**src/common/icc_pkg.sv**
```systemverilog
// package for the input capture channel: register map, fields, modes
// assumes a 16-bit plain register port and one 125 MHz clock
package icc_pkg;
    localparam int ICC_AW = 4;
    localparam int ICC_DW = 16;
    localparam int ICC_FIFO_DEPTH = 4;
    localparam int ICC_PTR_W = 2;
    localparam logic [3:0] ICC_OFF_CONTROL = 4'h0;
    localparam logic [3:0] ICC_OFF_BUFFER = 4'h1;
    localparam logic [3:0] ICC_OFF_IRQ_STATUS = 4'h2;
    localparam logic [3:0] ICC_OFF_IRQ_MASK = 4'h3;
    localparam int ICC_BIT_SIDL = 13;
    localparam int ICC_BIT_TMR = 7;
    localparam int ICC_BIT_CPI_HI = 6;
    localparam int ICC_BIT_CPI_LO = 5;
    localparam int ICC_BIT_OVF = 4;
    localparam int ICC_BIT_BNE = 3;
    localparam int ICC_BIT_MODE_HI = 2;
    localparam logic [15:0] ICC_CTRL_WMASK = 16'h20E7;
    localparam logic [15:0] ICC_CTRL_RESET = 16'h0000;
    localparam int ICC_IRQ_CAPTURE = 0;
    localparam int ICC_IRQ_OVERFLOW = 1;
    localparam int ICC_IRQ_WAKE = 2;
    localparam logic [2:0] ICC_IRQ_RESET = 3'h0;
    localparam logic [3:0] ICC_PRESCALE_4 = 4'h3;
    localparam logic [3:0] ICC_PRESCALE_16 = 4'hF;

    typedef enum logic [2:0] {
        ICC_MODE_OFF = 3'b000,
        ICC_MODE_BOTH = 3'b001,
        ICC_MODE_FALL = 3'b010,
        ICC_MODE_RISE = 3'b011,
        ICC_MODE_RISE4 = 3'b100,
        ICC_MODE_RISE16 = 3'b101,
        ICC_MODE_UNUSED = 3'b110,
        ICC_MODE_WAKE = 3'b111
    } icc_mode_t;

    typedef struct packed {
        logic [ICC_AW-1:0] addr;
        logic [ICC_DW-1:0] wdata;
        logic wr;
        logic rd;
    } icc_bus_req_t;
endpackage : icc_pkg

```
**src/hdl/icc_fifo.sv**
```systemverilog
// capture buffer: small fifo of timer values
// assumes push/pop come from the same clock domain
`timescale 1ns/1ns
`default_nettype none
module icc_fifo
    import icc_pkg::*;
(
    input wire logic clk_in,
    input wire logic reset_in,
    input wire logic flush_in,
    input wire logic push_valid_in,
    output logic push_ready_out,
    input wire logic [ICC_DW-1:0] push_data_in,
    output logic pop_valid_out,
    input wire logic pop_ready_in,
    output logic [ICC_DW-1:0] pop_data_out
);
    logic [ICC_DW-1:0] mem_r [ICC_FIFO_DEPTH];
    logic [ICC_PTR_W-1:0] wp_r;
    logic [ICC_PTR_W-1:0] rp_r;
    logic [ICC_PTR_W:0] cnt_r;
    wire push_w = push_valid_in && push_ready_out;
    wire pop_w = pop_valid_out && pop_ready_in;

    assign push_ready_out = (cnt_r != (ICC_PTR_W+1)'(ICC_FIFO_DEPTH));
    assign pop_valid_out = (cnt_r != '0);
    assign pop_data_out = mem_r[rp_r];

    always_ff @(posedge clk_in) begin
        if (reset_in || flush_in) begin
            wp_r <= '0;
            rp_r <= '0;
            cnt_r <= '0;
        end else begin
            if (push_w) begin
                mem_r[wp_r] <= push_data_in;
                wp_r <= wp_r + 1'b1;
            end
            if (pop_w) begin
                rp_r <= rp_r + 1'b1;
            end
            if (push_w && !pop_w) begin
                cnt_r <= cnt_r + 1'b1;
            end else if (pop_w && !push_w) begin
                cnt_r <= cnt_r - 1'b1;
            end
        end
    end
endmodule // icc_fifo
`default_nettype wire

```
**src/hdl/icc_channel.sv**
```systemverilog
// input capture channel: edge detect, prescale, timer latch, buffer, irq
// assumes pin input asynchronous; timers and idle/sleep on clk_in
//
// Decided for this implementation: the register addresses and strobed register access.
`timescale 1ns/1ns
`default_nettype none
module icc_channel
    import icc_pkg::*;
(
    input wire logic clk_in,
    input wire logic reset_in,
    input wire logic capture_pin_in,
    input wire logic cpu_idle_in,
    input wire logic cpu_sleep_in,
    input wire logic [ICC_DW-1:0] timer_b_in,
    input wire logic [ICC_DW-1:0] timer_c_in,
    input wire logic [ICC_AW-1:0] reg_addr_in,
    input wire logic [ICC_DW-1:0] reg_wdata_in,
    input wire logic reg_wr_in,
    input wire logic reg_rd_in,
    output logic [ICC_DW-1:0] reg_rdata_out,
    output logic irq_out
);
    icc_bus_req_t req;
    assign req = '{addr: reg_addr_in, wdata: reg_wdata_in, wr: reg_wr_in, rd: reg_rd_in};

    function automatic logic is_at(input logic [ICC_AW-1:0] a, input logic [3:0] off);
        return a == off;
    endfunction

    logic [ICC_DW-1:0] ctrl_r;
    logic ovf_r;
    logic [2:0] irq_stat_r;
    logic [2:0] irq_mask_r;
    logic [ICC_DW-1:0] rdata_r;
    logic [1:0] sync_r;
    logic pin_prev_r;
    logic [3:0] pre_r;
    logic [1:0] cpi_cnt_r;

    // sync_r[0] read only by sync_r[1]
    always_ff @(posedge clk_in) begin
        if (reset_in) begin
            sync_r <= 2'h0;
            pin_prev_r <= 1'b0;
        end else begin
            sync_r <= {sync_r[0], capture_pin_in};
            pin_prev_r <= sync_r[1];
        end
    end

    wire pin_w = sync_r[1];
    wire rise_w = pin_w && !pin_prev_r;
    wire fall_w = !pin_w && pin_prev_r;
    icc_mode_t mode_w;
    assign mode_w = icc_mode_t'(ctrl_r[ICC_BIT_MODE_HI:0]);
    wire [1:0] cpi_w = ctrl_r[ICC_BIT_CPI_HI:ICC_BIT_CPI_LO];

    wire halted_w = ctrl_r[ICC_BIT_SIDL] && cpu_idle_in;

    logic edge_w;
    always_comb begin
        case (mode_w)
            ICC_MODE_BOTH: edge_w = rise_w || fall_w;
            ICC_MODE_FALL: edge_w = fall_w;
            ICC_MODE_RISE: edge_w = rise_w;
            ICC_MODE_RISE4: edge_w = rise_w && (pre_r[1:0] == ICC_PRESCALE_4[1:0]);
            ICC_MODE_RISE16: edge_w = rise_w && (pre_r == ICC_PRESCALE_16);
            default: edge_w = 1'b0;
        endcase
    end
    wire capture_w = edge_w && !halted_w;

    // wake interrupt, rising edge in sleep or idle only
    wire wake_w = (mode_w == ICC_MODE_WAKE) && rise_w && (cpu_sleep_in || cpu_idle_in);

    // prescaler, cleared whenever a non-prescaled mode is selected
    wire prescaled_w = (mode_w == ICC_MODE_RISE4) || (mode_w == ICC_MODE_RISE16);
    always_ff @(posedge clk_in) begin
        if (reset_in || !prescaled_w) begin
            pre_r <= 4'h0;
        end else if (rise_w && !halted_w) begin
            pre_r <= pre_r + 4'h1;
        end
    end

    wire [ICC_DW-1:0] stamp_w = ctrl_r[ICC_BIT_TMR] ? timer_b_in : timer_c_in;

    logic fifo_ready_w;
    logic fifo_valid_w;
    logic [ICC_DW-1:0] fifo_data_w;
    wire buf_rd_w = req.rd && is_at(req.addr, ICC_OFF_BUFFER);
    // turning the channel off flushes stale captures
    wire flush_w = (mode_w == ICC_MODE_OFF);

    icc_fifo u_fifo (
        .clk_in(clk_in),
        .reset_in(reset_in),
        .flush_in(flush_w),
        .push_valid_in(capture_w),
        .push_ready_out(fifo_ready_w),
        .push_data_in(stamp_w),
        .pop_valid_out(fifo_valid_w),
        .pop_ready_in(buf_rd_w),
        .pop_data_out(fifo_data_w)
    );

    // overflow when full, cleared by hardware once the buffer drains
    wire ovf_set_w = capture_w && !fifo_ready_w;
    always_ff @(posedge clk_in) begin
        if (reset_in || flush_w) begin
            ovf_r <= 1'b0;
        end else if (ovf_set_w) begin
            ovf_r <= 1'b1;
        end else if (!fifo_valid_w) begin
            ovf_r <= 1'b0;
        end
    end

    // captures per interrupt; both-edge mode fires every capture
    wire [1:0] cpi_eff_w = (mode_w == ICC_MODE_BOTH) ? 2'h0 : cpi_w;
    wire cpi_hit_w = capture_w && (cpi_cnt_r == cpi_eff_w);
    always_ff @(posedge clk_in) begin
        if (reset_in || flush_w) begin
            cpi_cnt_r <= 2'h0;
        end else if (cpi_hit_w) begin
            cpi_cnt_r <= 2'h0;
        end else if (capture_w) begin
            cpi_cnt_r <= cpi_cnt_r + 2'h1;
        end
    end

    // register writes
    wire ctrl_wr_w = req.wr && is_at(req.addr, ICC_OFF_CONTROL);
    wire stat_wr_w = req.wr && is_at(req.addr, ICC_OFF_IRQ_STATUS);
    wire mask_wr_w = req.wr && is_at(req.addr, ICC_OFF_IRQ_MASK);
    wire [2:0] irq_ev_w = {wake_w, ovf_set_w, cpi_hit_w};
    wire [2:0] irq_clr_w = stat_wr_w ? req.wdata[2:0] : 3'h0;

    always_ff @(posedge clk_in) begin
        if (reset_in) begin
            ctrl_r <= ICC_CTRL_RESET;
            irq_mask_r <= ICC_IRQ_RESET;
            irq_stat_r <= ICC_IRQ_RESET;
        end else begin
            if (ctrl_wr_w) begin
                ctrl_r <= req.wdata & ICC_CTRL_WMASK;
            end
            if (mask_wr_w) begin
                irq_mask_r <= req.wdata[2:0];
            end
            // set wins over write-one-to-clear
            irq_stat_r <= (irq_stat_r & ~irq_clr_w) | irq_ev_w;
        end
    end

    logic [ICC_DW-1:0] ctrl_view_w;
    always_comb begin
        ctrl_view_w = ctrl_r;
        ctrl_view_w[ICC_BIT_OVF] = ovf_r;
        ctrl_view_w[ICC_BIT_BNE] = fifo_valid_w;
    end

    wire [ICC_DW-1:0] rd_mux_w =
        is_at(req.addr, ICC_OFF_CONTROL) ? ctrl_view_w :
        is_at(req.addr, ICC_OFF_BUFFER) ? fifo_data_w :
        is_at(req.addr, ICC_OFF_IRQ_STATUS) ? {13'h0000, irq_stat_r} :
        is_at(req.addr, ICC_OFF_IRQ_MASK) ? {13'h0000, irq_mask_r} : 16'h0000;

    // read data valid only the cycle after the strobe
    always_ff @(posedge clk_in) begin
        if (reset_in) begin
            rdata_r <= 16'h0000;
        end else if (req.rd) begin
            rdata_r <= rd_mux_w;
        end else begin
            rdata_r <= 16'h0000;
        end
    end

    assign reg_rdata_out = rdata_r;
    assign irq_out = |(irq_stat_r & irq_mask_r);

    // ---- assertions
    ctrl_reserved_a: assert property (@(posedge clk_in) disable iff (reset_in)
        (ctrl_r & ~ICC_CTRL_WMASK) == 16'h0000)
        else $error("reserved control bits set");
    timer_pick_a: assert property (@(posedge clk_in) disable iff (reset_in)
        capture_w && fifo_ready_w && !flush_w |=>
        u_fifo.mem_r[$past(u_fifo.wp_r)] ==
        ($past(ctrl_r[ICC_BIT_TMR]) ? $past(timer_b_in) : $past(timer_c_in)))
        else $error("wrong timer captured");
    idle_halt_a: assert property (@(posedge clk_in) disable iff (reset_in)
        halted_w |-> !capture_w)
        else $error("capture while halted in idle");
    mode_off_a: assert property (@(posedge clk_in) disable iff (reset_in)
        (mode_w == ICC_MODE_OFF || mode_w == ICC_MODE_UNUSED) |-> !capture_w)
        else $error("capture while disabled");
    fall_mode_a: assert property (@(posedge clk_in) disable iff (reset_in)
        mode_w == ICC_MODE_FALL && !halted_w |-> capture_w == (!sync_r[1] && pin_prev_r))
        else $error("falling capture mismatch");
    rise_mode_a: assert property (@(posedge clk_in) disable iff (reset_in)
        mode_w == ICC_MODE_RISE && !halted_w |-> capture_w == (sync_r[1] && !pin_prev_r))
        else $error("rising capture mismatch");
    wake_only_a: assert property (@(posedge clk_in) disable iff (reset_in)
        wake_w |-> !capture_w && (cpu_sleep_in || cpu_idle_in))
        else $error("wake mode misbehaves");
    ovf_flag_a: assert property (@(posedge clk_in) disable iff (reset_in)
        ovf_set_w && !flush_w |=> ovf_r)
        else $error("overflow not flagged");
    bne_flag_a: assert property (@(posedge clk_in) disable iff (reset_in)
        ctrl_view_w[ICC_BIT_BNE] == (u_fifo.cnt_r != 3'h0))
        else $error("buffer not empty flag wrong");
    cpi_irq_a: assert property (@(posedge clk_in) disable iff (reset_in)
        cpi_hit_w |-> cpi_cnt_r == cpi_eff_w)
        else $error("interrupt count wrong");
    both_cpi_a: assert property (@(posedge clk_in) disable iff (reset_in)
        mode_w == ICC_MODE_BOTH && capture_w |-> cpi_hit_w)
        else $error("both-edge interrupt skipped");
    // a pop in the overflow cycle legally frees one slot, so leave it out
    no_overwrite_a: assert property (@(posedge clk_in) disable iff (reset_in)
        ovf_set_w && !buf_rd_w && !flush_w |=> u_fifo.cnt_r == 3'h4)
        else $error("full buffer changed on overflow");
    rdata_idle_a: assert property (@(posedge clk_in) disable iff (reset_in)
        !req.rd |=> reg_rdata_out == 16'h0000)
        else $error("read data outside read slot");

    cap_seen_c: cover property (@(posedge clk_in) capture_w && fifo_ready_w);
    ovf_seen_c: cover property (@(posedge clk_in) ovf_set_w);
    wake_seen_c: cover property (@(posedge clk_in) wake_w);
    irq_seen_c: cover property (@(posedge clk_in) irq_out);
endmodule // icc_channel
`default_nettype wire

```
**config.mk**
```make
export PLATFORM = sky130hd
export DESIGN_NAME = icc_channel
export DESIGN_NICKNAME = d
export VERILOG_FILES = /design/src/common/icc_pkg.sv /design/src/hdl/icc_fifo.sv /design/src/hdl/icc_channel.sv
export SDC_FILE = /design/constraint.sdc
export NUM_CORES = 1
export LEC_CHECK = 0
export ABC_AREA = 1
export ABC_CLOCK_PERIOD_IN_PS = 2700
export BUFFER_PORTS_ARGS = -buffer_cell sky130_fd_sc_hd__buf_2
export CAP_MARGIN = 5
export CORE_MARGIN = 1
export CORE_UTILIZATION = 34
export DETAILED_ROUTE_END_ITERATION = 16
export PLACE_DENSITY = 0.49
export SLEW_MARGIN = 20
export SYNTH_ARGS = -nofsm -noshare
export SYNTH_HDL_FRONTEND = slang
export SYNTH_SLANG_ARGS = --single-unit
```
**constraint.sdc**
```tcl
create_clock -name clk_in -period 2.7 [get_ports clk_in]
set_clock_uncertainty 0.05 [all_clocks]
set_input_delay 0.27 -clock clk_in [delete_from_list [all_inputs] [get_ports clk_in]]
set_output_delay 0.27 -clock clk_in [all_outputs]
set_load 0.005 [all_outputs]
```
==> reports/results.txt, run 1 <==
Outcome: completed
Cells traversed along the worst timing path: inv_1 -> ha_1 -> nand2_1 -> nand2_1 -> nand2_2 -> nand4_1 -> inv_2 -> ha_1 -> inv_1 -> fa_1 -> a21oi_1 -> o21ai_0 -> o21ai_0 -> a21oi_1
Origin of the critical flop-to-flop path: sync_r[1]$_SDFF_PP0_
Synth warnings: 0
Width of the chip: 120 um
DRC violations left: 0
Number of top-level design ports: 76
Setup TNS: 0 ps
RSZ-0062 raised after global routing: false
Total track usage: 15.7%
Standby leakage power: 0.00214 uW
Total of flip-flops plus latches after synthesis: 112
Total clock sinks: 112
# nets final: 619
Pwr/cell area: 581 nW/um2
Final hold vios: 0
Final worst hold slack: 67.5 ps
Slowest-stage cell, CP: fa_1
Cts hold-fix bufs: 0
Element type at the critical path end: flip-flop
FP Rows: 42
Number of violations of the max-capacitance limit: 0
Share of flip-flops with an asynchronous set or reset after synthesis: 0%
Sequential cell area in the final layout: 2880 um2
Final Routed Wirelength: 10500 um
TritonCTS clock tree: done
Diode insertion count for antenna repair: 0
Worst-margin pin slew: 626 ps
Setup-failing EPs final: 0
Critical path required time: 2890 ps
Placeable Area: 13400 um2
Vias per Instance: 4.64
Type of origin of the critical path: flip-flop
TritonCTS Buffers: 9
Worst skew pair latency: 360 ps
Number of global-route vias before repair: 3197
Mean instance size in the synthesized netlist: 9.75 um2
WL/cell: 14.4 um
Port bufs: 66
Slew Limit Headroom: 58.0%
Weighted congestion reported at the end of routability-driven placement: 0.819
Tmin final: 2380 ps
Ranking of synthesized cells by area: edfxtp_1 41%, dfxtp_1 20%, nand2_1 7.6%
Highest fanout seen on the critical path: 3
Delay of the slowest critical-path stage: 370 ps
Arrival time worst endpoint: 2580 ps
First drt pass iteration count: 5
Total half-perimeter wirelength after legalization and detailed placement: 7190 um
Dominant cell type by area after synthesis: edfxtp_1
FF-to-FF path depth: 14
F_max: 0.419 GHz
Dominant synthesized flop cell: edfxtp_1
Synth-to-Final Area Change: 16.8%
Pin count of the biggest net entering global routing: 33
Endpoint of the worst register-to-register path: u_fifo.cnt_r[2]$_SDFFE_PP0P_
Gate count after technology mapping: 483
Number of buffers on the longest clock path: 2
Buffers inserted during post-CTS setup optimization: 0
Layout Cells excl Fill: 732
Remaining global-route overflow: 0
Worst vdd rail ir drop: 0.353 mV
Number of nets still failing antenna checks after routing: 0
Number of antenna violations at the first check in global routing: 0
Die area: 14300 um2
Commonest cells after routing, fill and taps aside: 95 x nand2_1, 69 x nor2_1, 66 x buf_2
CTS Root Cell: clkbuf_16
Fillers: 1344
Net count after synthesis: 551
CP Capture Point: u_fifo.cnt_r[2]$_SDFFE_PP0P_
Height of the die: 120 um
Vias after detailed routing: 3397
Area share of the largest cell type after synthesis: 40.8%
Syn Std Cell Area: 4710 um2
Path category of the worst min-delay check: in2reg
Effective utilization at floorplan: 35.2%
First-pass GRT wire length: 16900 um
FF-to-FF setup slack: 320 ps
Clock slew at the register clock pins of the worst setup and hold paths: 70 ps
Share of synthesized area occupied by flip-flops and latches: 61.2%
CP Launch Point: sync_r[1]$_SDFF_PP0_
Count of distinct cell types in the synthesized netlist: 39
Fraction of final layout cells sized beyond drive strength 1: 19.8%
Post-synth EDFFs: 64
Post-CTS Resized: 0
Path type of the worst setup path: reg2reg
Period Utilization, post-route: 88.3%
Level count of the clock H-tree: 3
Area of placed instances: 5230 um2
Final standard cell area without fillers: 5500 um2
Cell count after placement: 716
Final Slew Violations: 0
Area used by multi-input combinational logic: 1570 um2
Number of DRC markers after the initial detailed-route iteration: 225
Leading cell type in the layout, fill and taps excluded: nand2_1
-- state kept, by name, indices dropped and copies added (netlist names), named ones only --
register and count:
u_fifo.wp_r 2, sync_r 2, cpi_cnt_r 2, irq_mask_r 3, pin_prev_r 1, ctrl_r 7, pre_r 4, irq_stat_r 3
u_fifo.cnt_r 3, u_fifo.mem_r 64, ovf_r 1, reg_rdata_out 16, u_fifo.rp_r 2
-- cell usage after synthesis (2+ instances only) --
master / instances
edfxtp_1: 64
nand3_1: 10
o21ai_0: 44
buf_6: 2
ha_1: 8
nand4_1: 2
a21oi_1: 32
inv_2: 8
nor3_1: 2
nand2_2: 6
o21ai_1: 5
buf_2: 8
clkbuf_1: 6
nor2_1: 69
o21bai_1: 2
nand2_1: 95
o22ai_1: 5
o211ai_1: 6
dfxtp_1: 48
xor2_1: 3
o21a_1: 2
inv_1: 34
o22a_1: 6
-- report_power, final --
group | total, uW | leakage [uW] | switching (uW) | internal, uW
registers | 1820 | 0.000963 | 4.96 | 1810
clock network | 1250 | 0.000131 | 615 | 636
logic | 130 | 0.00104 | 81.3 | 48.9
-- worst min path at each step --
stage,cells past startpoint,endpoint,start
detailed placement,2,sync_r[1]$_SDFF_PP0_,sync_r[0]$_SDFF_PP0_
global placement,2,sync_r[1]$_SDFF_PP0_,sync_r[0]$_SDFF_PP0_
finish,3,sync_r[0]$_SDFF_PP0_,capture_pin_in
global route,3,sync_r[0]$_SDFF_PP0_,capture_pin_in
floorplan,2,sync_r[0]$_SDFF_PP0_,capture_pin_in
CTS,3,sync_r[0]$_SDFF_PP0_,capture_pin_in
-- metal layers --
metal  GRT usage, %  share of wire (%)  vias up
met3           2.61                3.9       15
met5              0                  0        -
met4           6.56                1.9        0
li1               -                  -     1754
met1           21.3                 49     1561
met2           24.8                 46       67
-- area by class of cell --
cell class              instances  area share, %
flip-flops and latches        112           52.4
clock buffers                  11           4.23
clock inverters                 5          0.705
well taps                     176           4.00
repair buffers                 74           7.10
multi-input cells             311           28.6
inverters                      43           2.93
-- stage by stage --
stage                     total power [uW]  setup slack (ps)  util (%)
after floorplan                       1920               448         -
after global placement                1980               360      39.0
after detailed placement              1990               323      39.0
after CTS                             3230               307      41.0
after global routing                  3310              52.8      41.0
final                                 3200               316      41.0
-- critical path: cells and delay by family (launching register included) --
family	cells	cell delay [ps]
flip-flops	1	330
AO/OA/AOI/OAI	4	460
buffers and inverters	3	260
adder cells (fa/ha/maj)	3	810
AND/OR/NAND/NOR	4	370
-- kinds of logic (layout without fill, tap and decap cells) --
family | count (synthesis) | in the layout | share of synthesized area [%]
buf+inv | 60 | 133 | 5.39
compound gates | 104 | 104 | 12.3
flops | 112 | 112 | 61.2
fa+ha+maj | 9 | 9 | 2.55
xor+xnor | 4 | 4 | 0.744
simple gates | 194 | 194 | 17.8
Power figures use the tool's default switching activity.
==> inputs of run 2 (changes only) <==
--- a/config.mk
+++ b/config.mk
@@ -5,10 +5,10 @@
 export SDC_FILE = /design/constraint.sdc
 export NUM_CORES = 1
 export LEC_CHECK = 0
-export ABC_AREA = 1
 export ABC_CLOCK_PERIOD_IN_PS = 2700
 export BUFFER_PORTS_ARGS = -buffer_cell sky130_fd_sc_hd__buf_2
-export CAP_MARGIN = 5
+export CAP_MARGIN = 20
+export CORE_ASPECT_RATIO = 0.8
 export CORE_MARGIN = 1
 export CORE_UTILIZATION = 34
 export DETAILED_ROUTE_END_ITERATION = 16
==> reports/results.txt, run 2 <==
Outcome: completed
Placeable Area: 13100 um2 (-2.6%)
Net switching power: 686 uW (-2.2%)
Worst vdd rail ir drop: 0.327 mV (-7.5%)
Effective utilization at floorplan: 35.4% (+0.25 points)
DRC violations left: 0 (unchanged)
Sw Ratio: 21.5% (-0.44 points)
TritonCTS Buffers: 9 (unchanged)
Type of origin of the critical path: flip-flop
Worst-margin pin slew: 600 ps (-26.5 ps)
Total half-perimeter wirelength after legalization and detailed placement: 6390 um (-11%)
Number of antenna violations at the first check in global routing: 0 (unchanged)
Origin of the critical flop-to-flop path: sync_r[1]$_SDFF_PP0_
Total of flip-flops plus latches after synthesis: 112 (unchanged)
Fraction of final layout cells sized beyond drive strength 1: 34.2% (+14 points)
Pwr/cell area: 581 nW/um2 (about the same)
Final standard cell area without fillers: 5490 um2 (-0.18%)
FF-to-FF setup slack: 170 ps (-150 ps)
Cell internal power dissipation: 2500 uW (+0.36%)
Period Utilization, post-route: 93.9% (+5.6 points)
# nets final: 467 (-25%)
Slowest-stage cell, CP: fa_1
Clock slew at the register clock pins of the worst setup and hold paths: 80 ps (about the same)
WL/cell: 16.2 um (+12%)
Width of the chip: 132 um (+11%)
Slew Limit Headroom: 59.9% (+1.9 points)
Arrival time worst endpoint: 2760 ps (+180 ps)
F_max: 0.395 GHz (-5.9%)
Number of buffers on the longest clock path: 2 (unchanged)
Area of placed instances: 5190 um2 (-0.74%)
Remaining global-route overflow: 0 (unchanged)
FF-to-FF path depth: 11 (-3)
Final Routed Wirelength: 9370 um (-11%)
Vias after detailed routing: 2812 (-17%)
Ranking of synthesized cells by instance count: 64 x edfxtp_1, 48 x dfxtp_1, 29 x nor2_1
Total clock sinks: 112 (unchanged)
Number of global-route vias before repair: 2826 (-12%)
RSZ-0062 raised after global routing: false
Gate count after technology mapping: 325 (-33%)
Path category of the worst min-delay check: in2reg
Hold Crit Depth: 2 (-1)
Weighted congestion reported at the end of routability-driven placement: 0.820 (+0.16%)
Share of flip-flops with an asynchronous set or reset after synthesis: 0% (unchanged)
Power Total: 3190 uW (-0.20%)
Final worst hold slack: 104 ps (+36.1 ps)
Final Slew Violations: 0 (unchanged)
Most flops, register: u_fifo.mem_r
Endpoint of the worst register-to-register path: u_fifo.cnt_r[2]$_SDFFE_PP0P_
Dominant cell type by area after synthesis: edfxtp_1
First-pass GRT wire length: 14800 um (-12%)
Syn Std Cell Area: 4620 um2 (-1.9%)
Cells traversed along the worst timing path: inv_1 -> ha_1 -> nand2b_1 -> a221oi_2 -> nor4b_4 -> ha_2 -> inv_1 -> fa_1 -> xor2_1 -> or3_1 -> a21oi_1
Part of the total power dissipated in the clock network: 39.5% (+0.4 points)
Ranking of synthesized cells by area: edfxtp_1 42%, dfxtp_1 21%, mux4_2 7.8%
Standby leakage power: 0.00207 uW (-3.2%)
Diode insertion count for antenna repair: 0 (unchanged)
Setup-failing EPs final: 0 (unchanged)
Power share of the sequential group: 56.7% (about the same)
Synth-to-Final Area Change: 18.8%
Delay of the slowest critical-path stage: 370 ps (about the same)
Min-Delay Endpoint: sync_r[0]$_SDFF_PP0_
Metal-1 WL: 4570 um (-11%)
Number of DRC markers after the initial detailed-route iteration: 130 (-42%)
Element type at the critical path end: flip-flop
Post-synth EDFFs: 64 (unchanged)
Highest metal layer used by the detailed router: met4
Mean instance size in the synthesized netlist: 14.2 um2 (+46%)
Final hold vios: 0 (unchanged)
Path type of the worst setup path: reg2reg
Total track usage: 14.1% (-1.6 points)
Pin count of the biggest net entering global routing: 20 (-39%)
FP Rows: 37 (-12%)
Tmin final: 2530 ps (+150 ps)
Share of synthesized area occupied by flip-flops and latches: 62.4% (+1.2 points)
First drt pass iteration count: 4 (-1)
Highest fanout seen on the critical path: 2 (-1)
Level count of the clock H-tree: 3 (unchanged)
Flip-flop count of the largest register, all copies and words added: 64 (unchanged)
Detail Route met3 WL: 336 um (-18%)
Vias per Instance: 4.86 (+4.7%)
Met2 Wirelength: 4400 um (-8.4%)
Number of top-level design ports: 76 (unchanged)
Die area: 14100 um2 (-1.8%)
Area share of the largest cell type after synthesis: 41.6% (+0.78 points)
Synth warnings: 0 (unchanged)
Critical path required time: 2930 ps (+40 ps)
Cell with the most instances after synthesis: edfxtp_1
Net count after synthesis: 393 (-29%)
Hold path start: capture_pin_in
Share of total power in combinational logic: 3.8% (-0.3 points)
Leading cell type in the layout, fill and taps excluded: buf_2
Number of nets still failing antenna checks after routing: 0 (unchanged)
Height of the die: 106 um (-11%)
Cell mode on critical path: inv_1
Commonest cells after routing, fill and taps aside: 66 x buf_2, 64 x edfxtp_1, 46 x dfxtp_1
Setup TNS: 0 ps (unchanged)
TritonCTS clock tree: done
Dominant synthesized flop cell: edfxtp_1
Port bufs: 66 (unchanged)
Number of violations of the max-capacitance limit: 0 (unchanged)
CTS Root Cell: clkbuf_16
Worst skew pair latency: 340 ps (-20 ps)
Count of distinct cell types in the synthesized netlist: 49 (+26%)
-- run 2: layout make-up --
type | instances | area, um2
Clock buffer | 10 | 229
Clock inverter | 6 | 51.3
Fill cell | 1234 | 7560
Inverter | 12 | 45.0
Multi-Input combinational cell | 184 | 1610
Sequential cell | 112 | 2890
Tap cell | 175 | 219
Timing Repair Buffer | 80 | 448
-- run 2: logic make-up after synthesis --
family,synth area share (%)
buffers and inverters,2.79
AND/OR/NAND/NOR,10.3
flip-flops,62.4
multiplexers,14.7
XOR/XNOR,1.71
AO/OA/AOI/OAI,5.55
adder cells (fa/ha/maj),2.60
-- run 2: per-layer routing --
metal | vias to the layer above | GRT usage (%)
met5 | - | 0
met1 | 1393 | 18.6
met3 | 5 | 3.58
li1 | 1357 | -
met4 | 0 | 3.53
met2 | 57 | 23.1
-- run 2: worst max-delay path by stage --
stage / from / endpoint / cells past startpoint
after detailed placement: sync_r[1]$_SDFF_PP0_ / u_fifo.cnt_r[2]$_SDFFE_PP0P_ / 11
final: sync_r[1]$_SDFF_PP0_ / u_fifo.cnt_r[2]$_SDFFE_PP0P_ / 11
after floorplan: sync_r[1]$_SDFF_PP0_ / u_fifo.cnt_r[2]$_SDFFE_PP0P_ / 11
after global routing: sync_r[1]$_SDFF_PP0_ / u_fifo.cnt_r[2]$_SDFFE_PP0P_ / 11
after CTS: sync_r[1]$_SDFF_PP0_ / u_fifo.cnt_r[2]$_SDFFE_PP0P_ / 11
after global placement: sync_r[1]$_SDFF_PP0_ / u_fifo.cnt_r[2]$_SDFFE_PP0P_ / 11
-- run 2: power by group through the flow --
| stage | registers [uW] | logic [uW] | clock network (uW) |
|---|---|---|---|
| floorplan | 1850 | 62.9 | 0 |
| global placement | 1850 | 118 | 0 |
| detailed placement | 1850 | 122 | 0 |
| CTS | 1810 | 122 | 1300 |
| global route | 1810 | 136 | 1350 |
| finish | 1810 | 122 | 1260 |
-- run 2: timing repair --
action / in CTS / in global routing
resized for setup: 0 / 3
endpoints found under the setup margin: 0 / 1
hold buffers: 0 / 0
buffers inserted: 0 / 2
-- run 2: worst max-delay path, delay by kind of cell, from the launching register on --
kind	cells	cell delay, ps
DFF	1	330
buffers and inverters	2	100
adders and majority gates	3	880
and+or+nand+nor	3	750
xor gates and xnor gates	1	150
AOI/OAI and AO/OA	2	210
-- run 2: stage by stage --
step	cells	worst slack, ps	util (%)
after floorplan	325	167	-
after global placement	561	213	39.8
after detailed placement	561	128	39.8
after CTS	577	117	41.9
after global routing	579	1.66	42.1
final	579	166	42.1
==> inputs of run 3 (changes only) <==
--- a/config.mk
+++ b/config.mk
@@ -12,8 +12,9 @@
 export CORE_MARGIN = 1
 export CORE_UTILIZATION = 34
 export DETAILED_ROUTE_END_ITERATION = 16
+export GPL_TIMING_DRIVEN = 0
 export PLACE_DENSITY = 0.49
-export SLEW_MARGIN = 20
+export RECOVER_POWER = 100
 export SYNTH_ARGS = -nofsm -noshare
 export SYNTH_HDL_FRONTEND = slang
 export SYNTH_SLANG_ARGS = --single-unit
==> reports/results.txt, run 3 (same netlist as run 2, synthesis figures left out) <==
Type of origin of the critical path: flip-flop
Part of the total power dissipated in the clock network: 43.0% (+3.5 points)
Power share of the sequential group: 53.5% (-3.2 points)
Number of buffers on the longest clock path: 2 (unchanged)
Flip-flop count of the largest register, all copies and words added: 64 (unchanged)
Cell count after placement: 566 (+0.89%)
Placeable Area: 13100 um2 (unchanged)
Number of violations of the max-capacitance limit: 0 (unchanged)
Height of the die: 106 um (unchanged)
Effective utilization at floorplan: 35.4% (unchanged)
Weighted congestion reported at the end of routability-driven placement: 0.820 (about the same)
Fraction of final layout cells sized beyond drive strength 1: 24.9% (-9.3 points)
Final hold vios: 0 (unchanged)
Vias per Instance: 4.77 (-1.7%)
Area of placed instances: 5170 um2 (-0.36%)
Clock slew at the register clock pins of the worst setup and hold paths: 70 ps (about the same)
TritonCTS Buffers: 9 (unchanged)
Final standard cell area without fillers: 5500 um2 (+0.21%)
Net switching power: 696 uW (+1.5%)
Highest fanout seen on the critical path: 7 (+5)
Number of DRC markers after the initial detailed-route iteration: 185 (+42%)
WL/cell: 16.7 um (+3.2%)
# nets final: 473 (+1.3%)
Arrival time worst endpoint: 2760 ps (about the same)
CTS Root Cell: clkbuf_16
Total track usage: 14.6% (+0.56 points)
Commonest cells after routing, fill and taps aside: 64 x edfxtp_1, 57 x buf_2, 48 x dfxtp_1
Element type at the critical path end: flip-flop
First drt pass iteration count: 4 (unchanged)
Final Slew Violations: 0 (unchanged)
Delay of the slowest critical-path stage: 370 ps (about the same)
Period Utilization, post-route: 94.1% (+0.22 points)
Final Routed Wirelength: 9760 um (+4.2%)
Setup-failing EPs final: 0 (unchanged)
Slowest-stage cell, CP: fa_1
Total clock sinks: 112 (unchanged)
Cell mode on critical path: inv_1
Worst vdd rail ir drop: 0.305 mV (-6.7%)
Path type of the worst setup path: reg2reg
Most flops, register: u_fifo.mem_r
Number of antenna violations at the first check in global routing: 0 (unchanged)
Worst-margin pin slew: 982 ps (+383 ps)
Port bufs: 66 (unchanged)
Slew Limit Headroom: 34.5% (-25 points)
F_max: 0.394 GHz (-0.23%)
Outcome: completed
Synth-to-Final Area Change: 19.0%
Remaining global-route overflow: 0 (unchanged)
Pin count of the biggest net entering global routing: 20 (unchanged)
Cts hold-fix bufs: 0 (unchanged)
Number of global-route vias before repair: 2753 (-2.6%)
Number of nets still failing antenna checks after routing: 0 (unchanged)
Die area: 14100 um2 (unchanged)
FP Rows: 37 (unchanged)
Layout Cells excl Fill: 585 (+1.0%)
Worst skew pair latency: 340 ps (about the same)
Sw Ratio: 20.6% (-0.91 points)
Cell internal power dissipation: 2680 uW (+7.2%)
Fin util: 42.1% (+0.086 points)
Share of total power in combinational logic: 3.5% (-0.3 points)
RSZ-0062 raised after global routing: false
Width of the chip: 132 um (unchanged)
First-pass GRT wire length: 15200 um (+2.5%)
Critical path required time: 2920 ps (about the same)
Power Total: 3380 uW (+6.0%)
Path category of the worst min-delay check: in2reg
Level count of the clock H-tree: 3 (unchanged)
Pwr/cell area: 614 nW/um2 (+5.7%)
Leading cell type in the layout, fill and taps excluded: edfxtp_1
DRC violations left: 0 (unchanged)
Standby leakage power: 0.00203 uW (-1.6%)
Number of top-level design ports: 76 (unchanged)
TritonCTS clock tree: done
Vias after detailed routing: 2792 (-0.71%)
Final worst hold slack: 104 ps (+0.158 ps)
Cells traversed along the worst timing path: inv_1 -> ha_1 -> nand2b_1 -> a221oi_2 -> nor4b_4 -> buf_6 -> ha_4 -> inv_1 -> fa_1 -> xor2_1 -> or3_1 -> a21oi_1
Total half-perimeter wirelength after legalization and detailed placement: 6570 um (+2.8%)
Tmin final: 2540 ps (+5.91 ps)
Diode insertion count for antenna repair: 0 (unchanged)
-- run 3: changes by cell type in the layout (fill, tap and decap cells not counted), moves of 2 or more --
cell	delta
buf_4	-10
clkbuf_1	+21
o21ai_0	+3
dfxtp_2	-2
buf_2	-9
dfxtp_1	+2
o21ai_1	-3
mux2_2	-16
clkinv_4	-2
mux2_1	+16
bufinv_16	+2
buf_6	+2
-- run 3: layout make-up --
cell class	count	area (um2)
Sequential cell	112	2880
Fill cell	1254	7550
Clock buffer	9	225
Clock inverter	7	101
Tap cell	175	219
Buffer	17	78.8
Timing Repair Buffer	69	343
Inverter	12	45.0
Multi-Input combinational cell	184	1610
-- run 3: worst max-delay path: cells and delay by family, from the launching register on --
| family | cells | cell delay (ps) |
|---|---|---|
| compound gates | 2 | 220 |
| xor+xnor | 1 | 160 |
| buf+inv | 3 | 270 |
| simple gates | 3 | 650 |
| flops | 1 | 330 |
| fa+ha+maj | 3 | 790 |
-- run 3: path summary, 6_finish.rpt --
| kind | from | endpoint | slack (ps) | cells past startpoint |
|---|---|---|---|---|
| setup / recovery | sync_r[1]$_SDFF_PP0_ | u_fifo.cnt_r[2]$_SDFFE_PP0P_ | 160 | 12 |
| hold / removal | capture_pin_in | sync_r[0]$_SDFF_PP0_ | 100 | 2 |
| hold reg to reg | sync_r[0]$_SDFF_PP0_ | sync_r[1]$_SDFF_PP0_ | 400 | 1 |
| setup reg to reg | sync_r[1]$_SDFF_PP0_ | u_fifo.cnt_r[2]$_SDFFE_PP0P_ | 160 | 12 |
-- run 3: per-layer routing --
metal	GRT usage [%]	routed length, um	vias up
met2	22.9	4590	49
met3	3.72	328	2
li1	-	-	1372
met1	20.5	4800	1369
met4	3.20	43	0
met5	0	0	-
-- run 3: power by group through the flow --
stage          Combinational (uW)  Clock (uW)  Sequential (uW)
6_report                      119        1450             1810
5_1_grt                       134        1550             1810
4_1_cts                       127        1490             1810
3_5_place_dp                  125           0             1850
3_3_place_gp                  121           0             1850
2_1_floorplan                62.9           0             1850
-- run 3: metrics by stage --
step	worst slack (ps)	setup TNS, ps
3_5_place_dp	-73.2	-797
6_report	160	0
4_1_cts	65.8	0
5_1_grt	6.83	0
3_3_place_gp	-31.8	-31.8
2_1_floorplan	167	0
-- run 3: repair_timing --
action,CTS,global route
gates resized for setup,0,4
buffers inserted,2,1
pin swaps,1,1
setup endpoints to repair,33,49
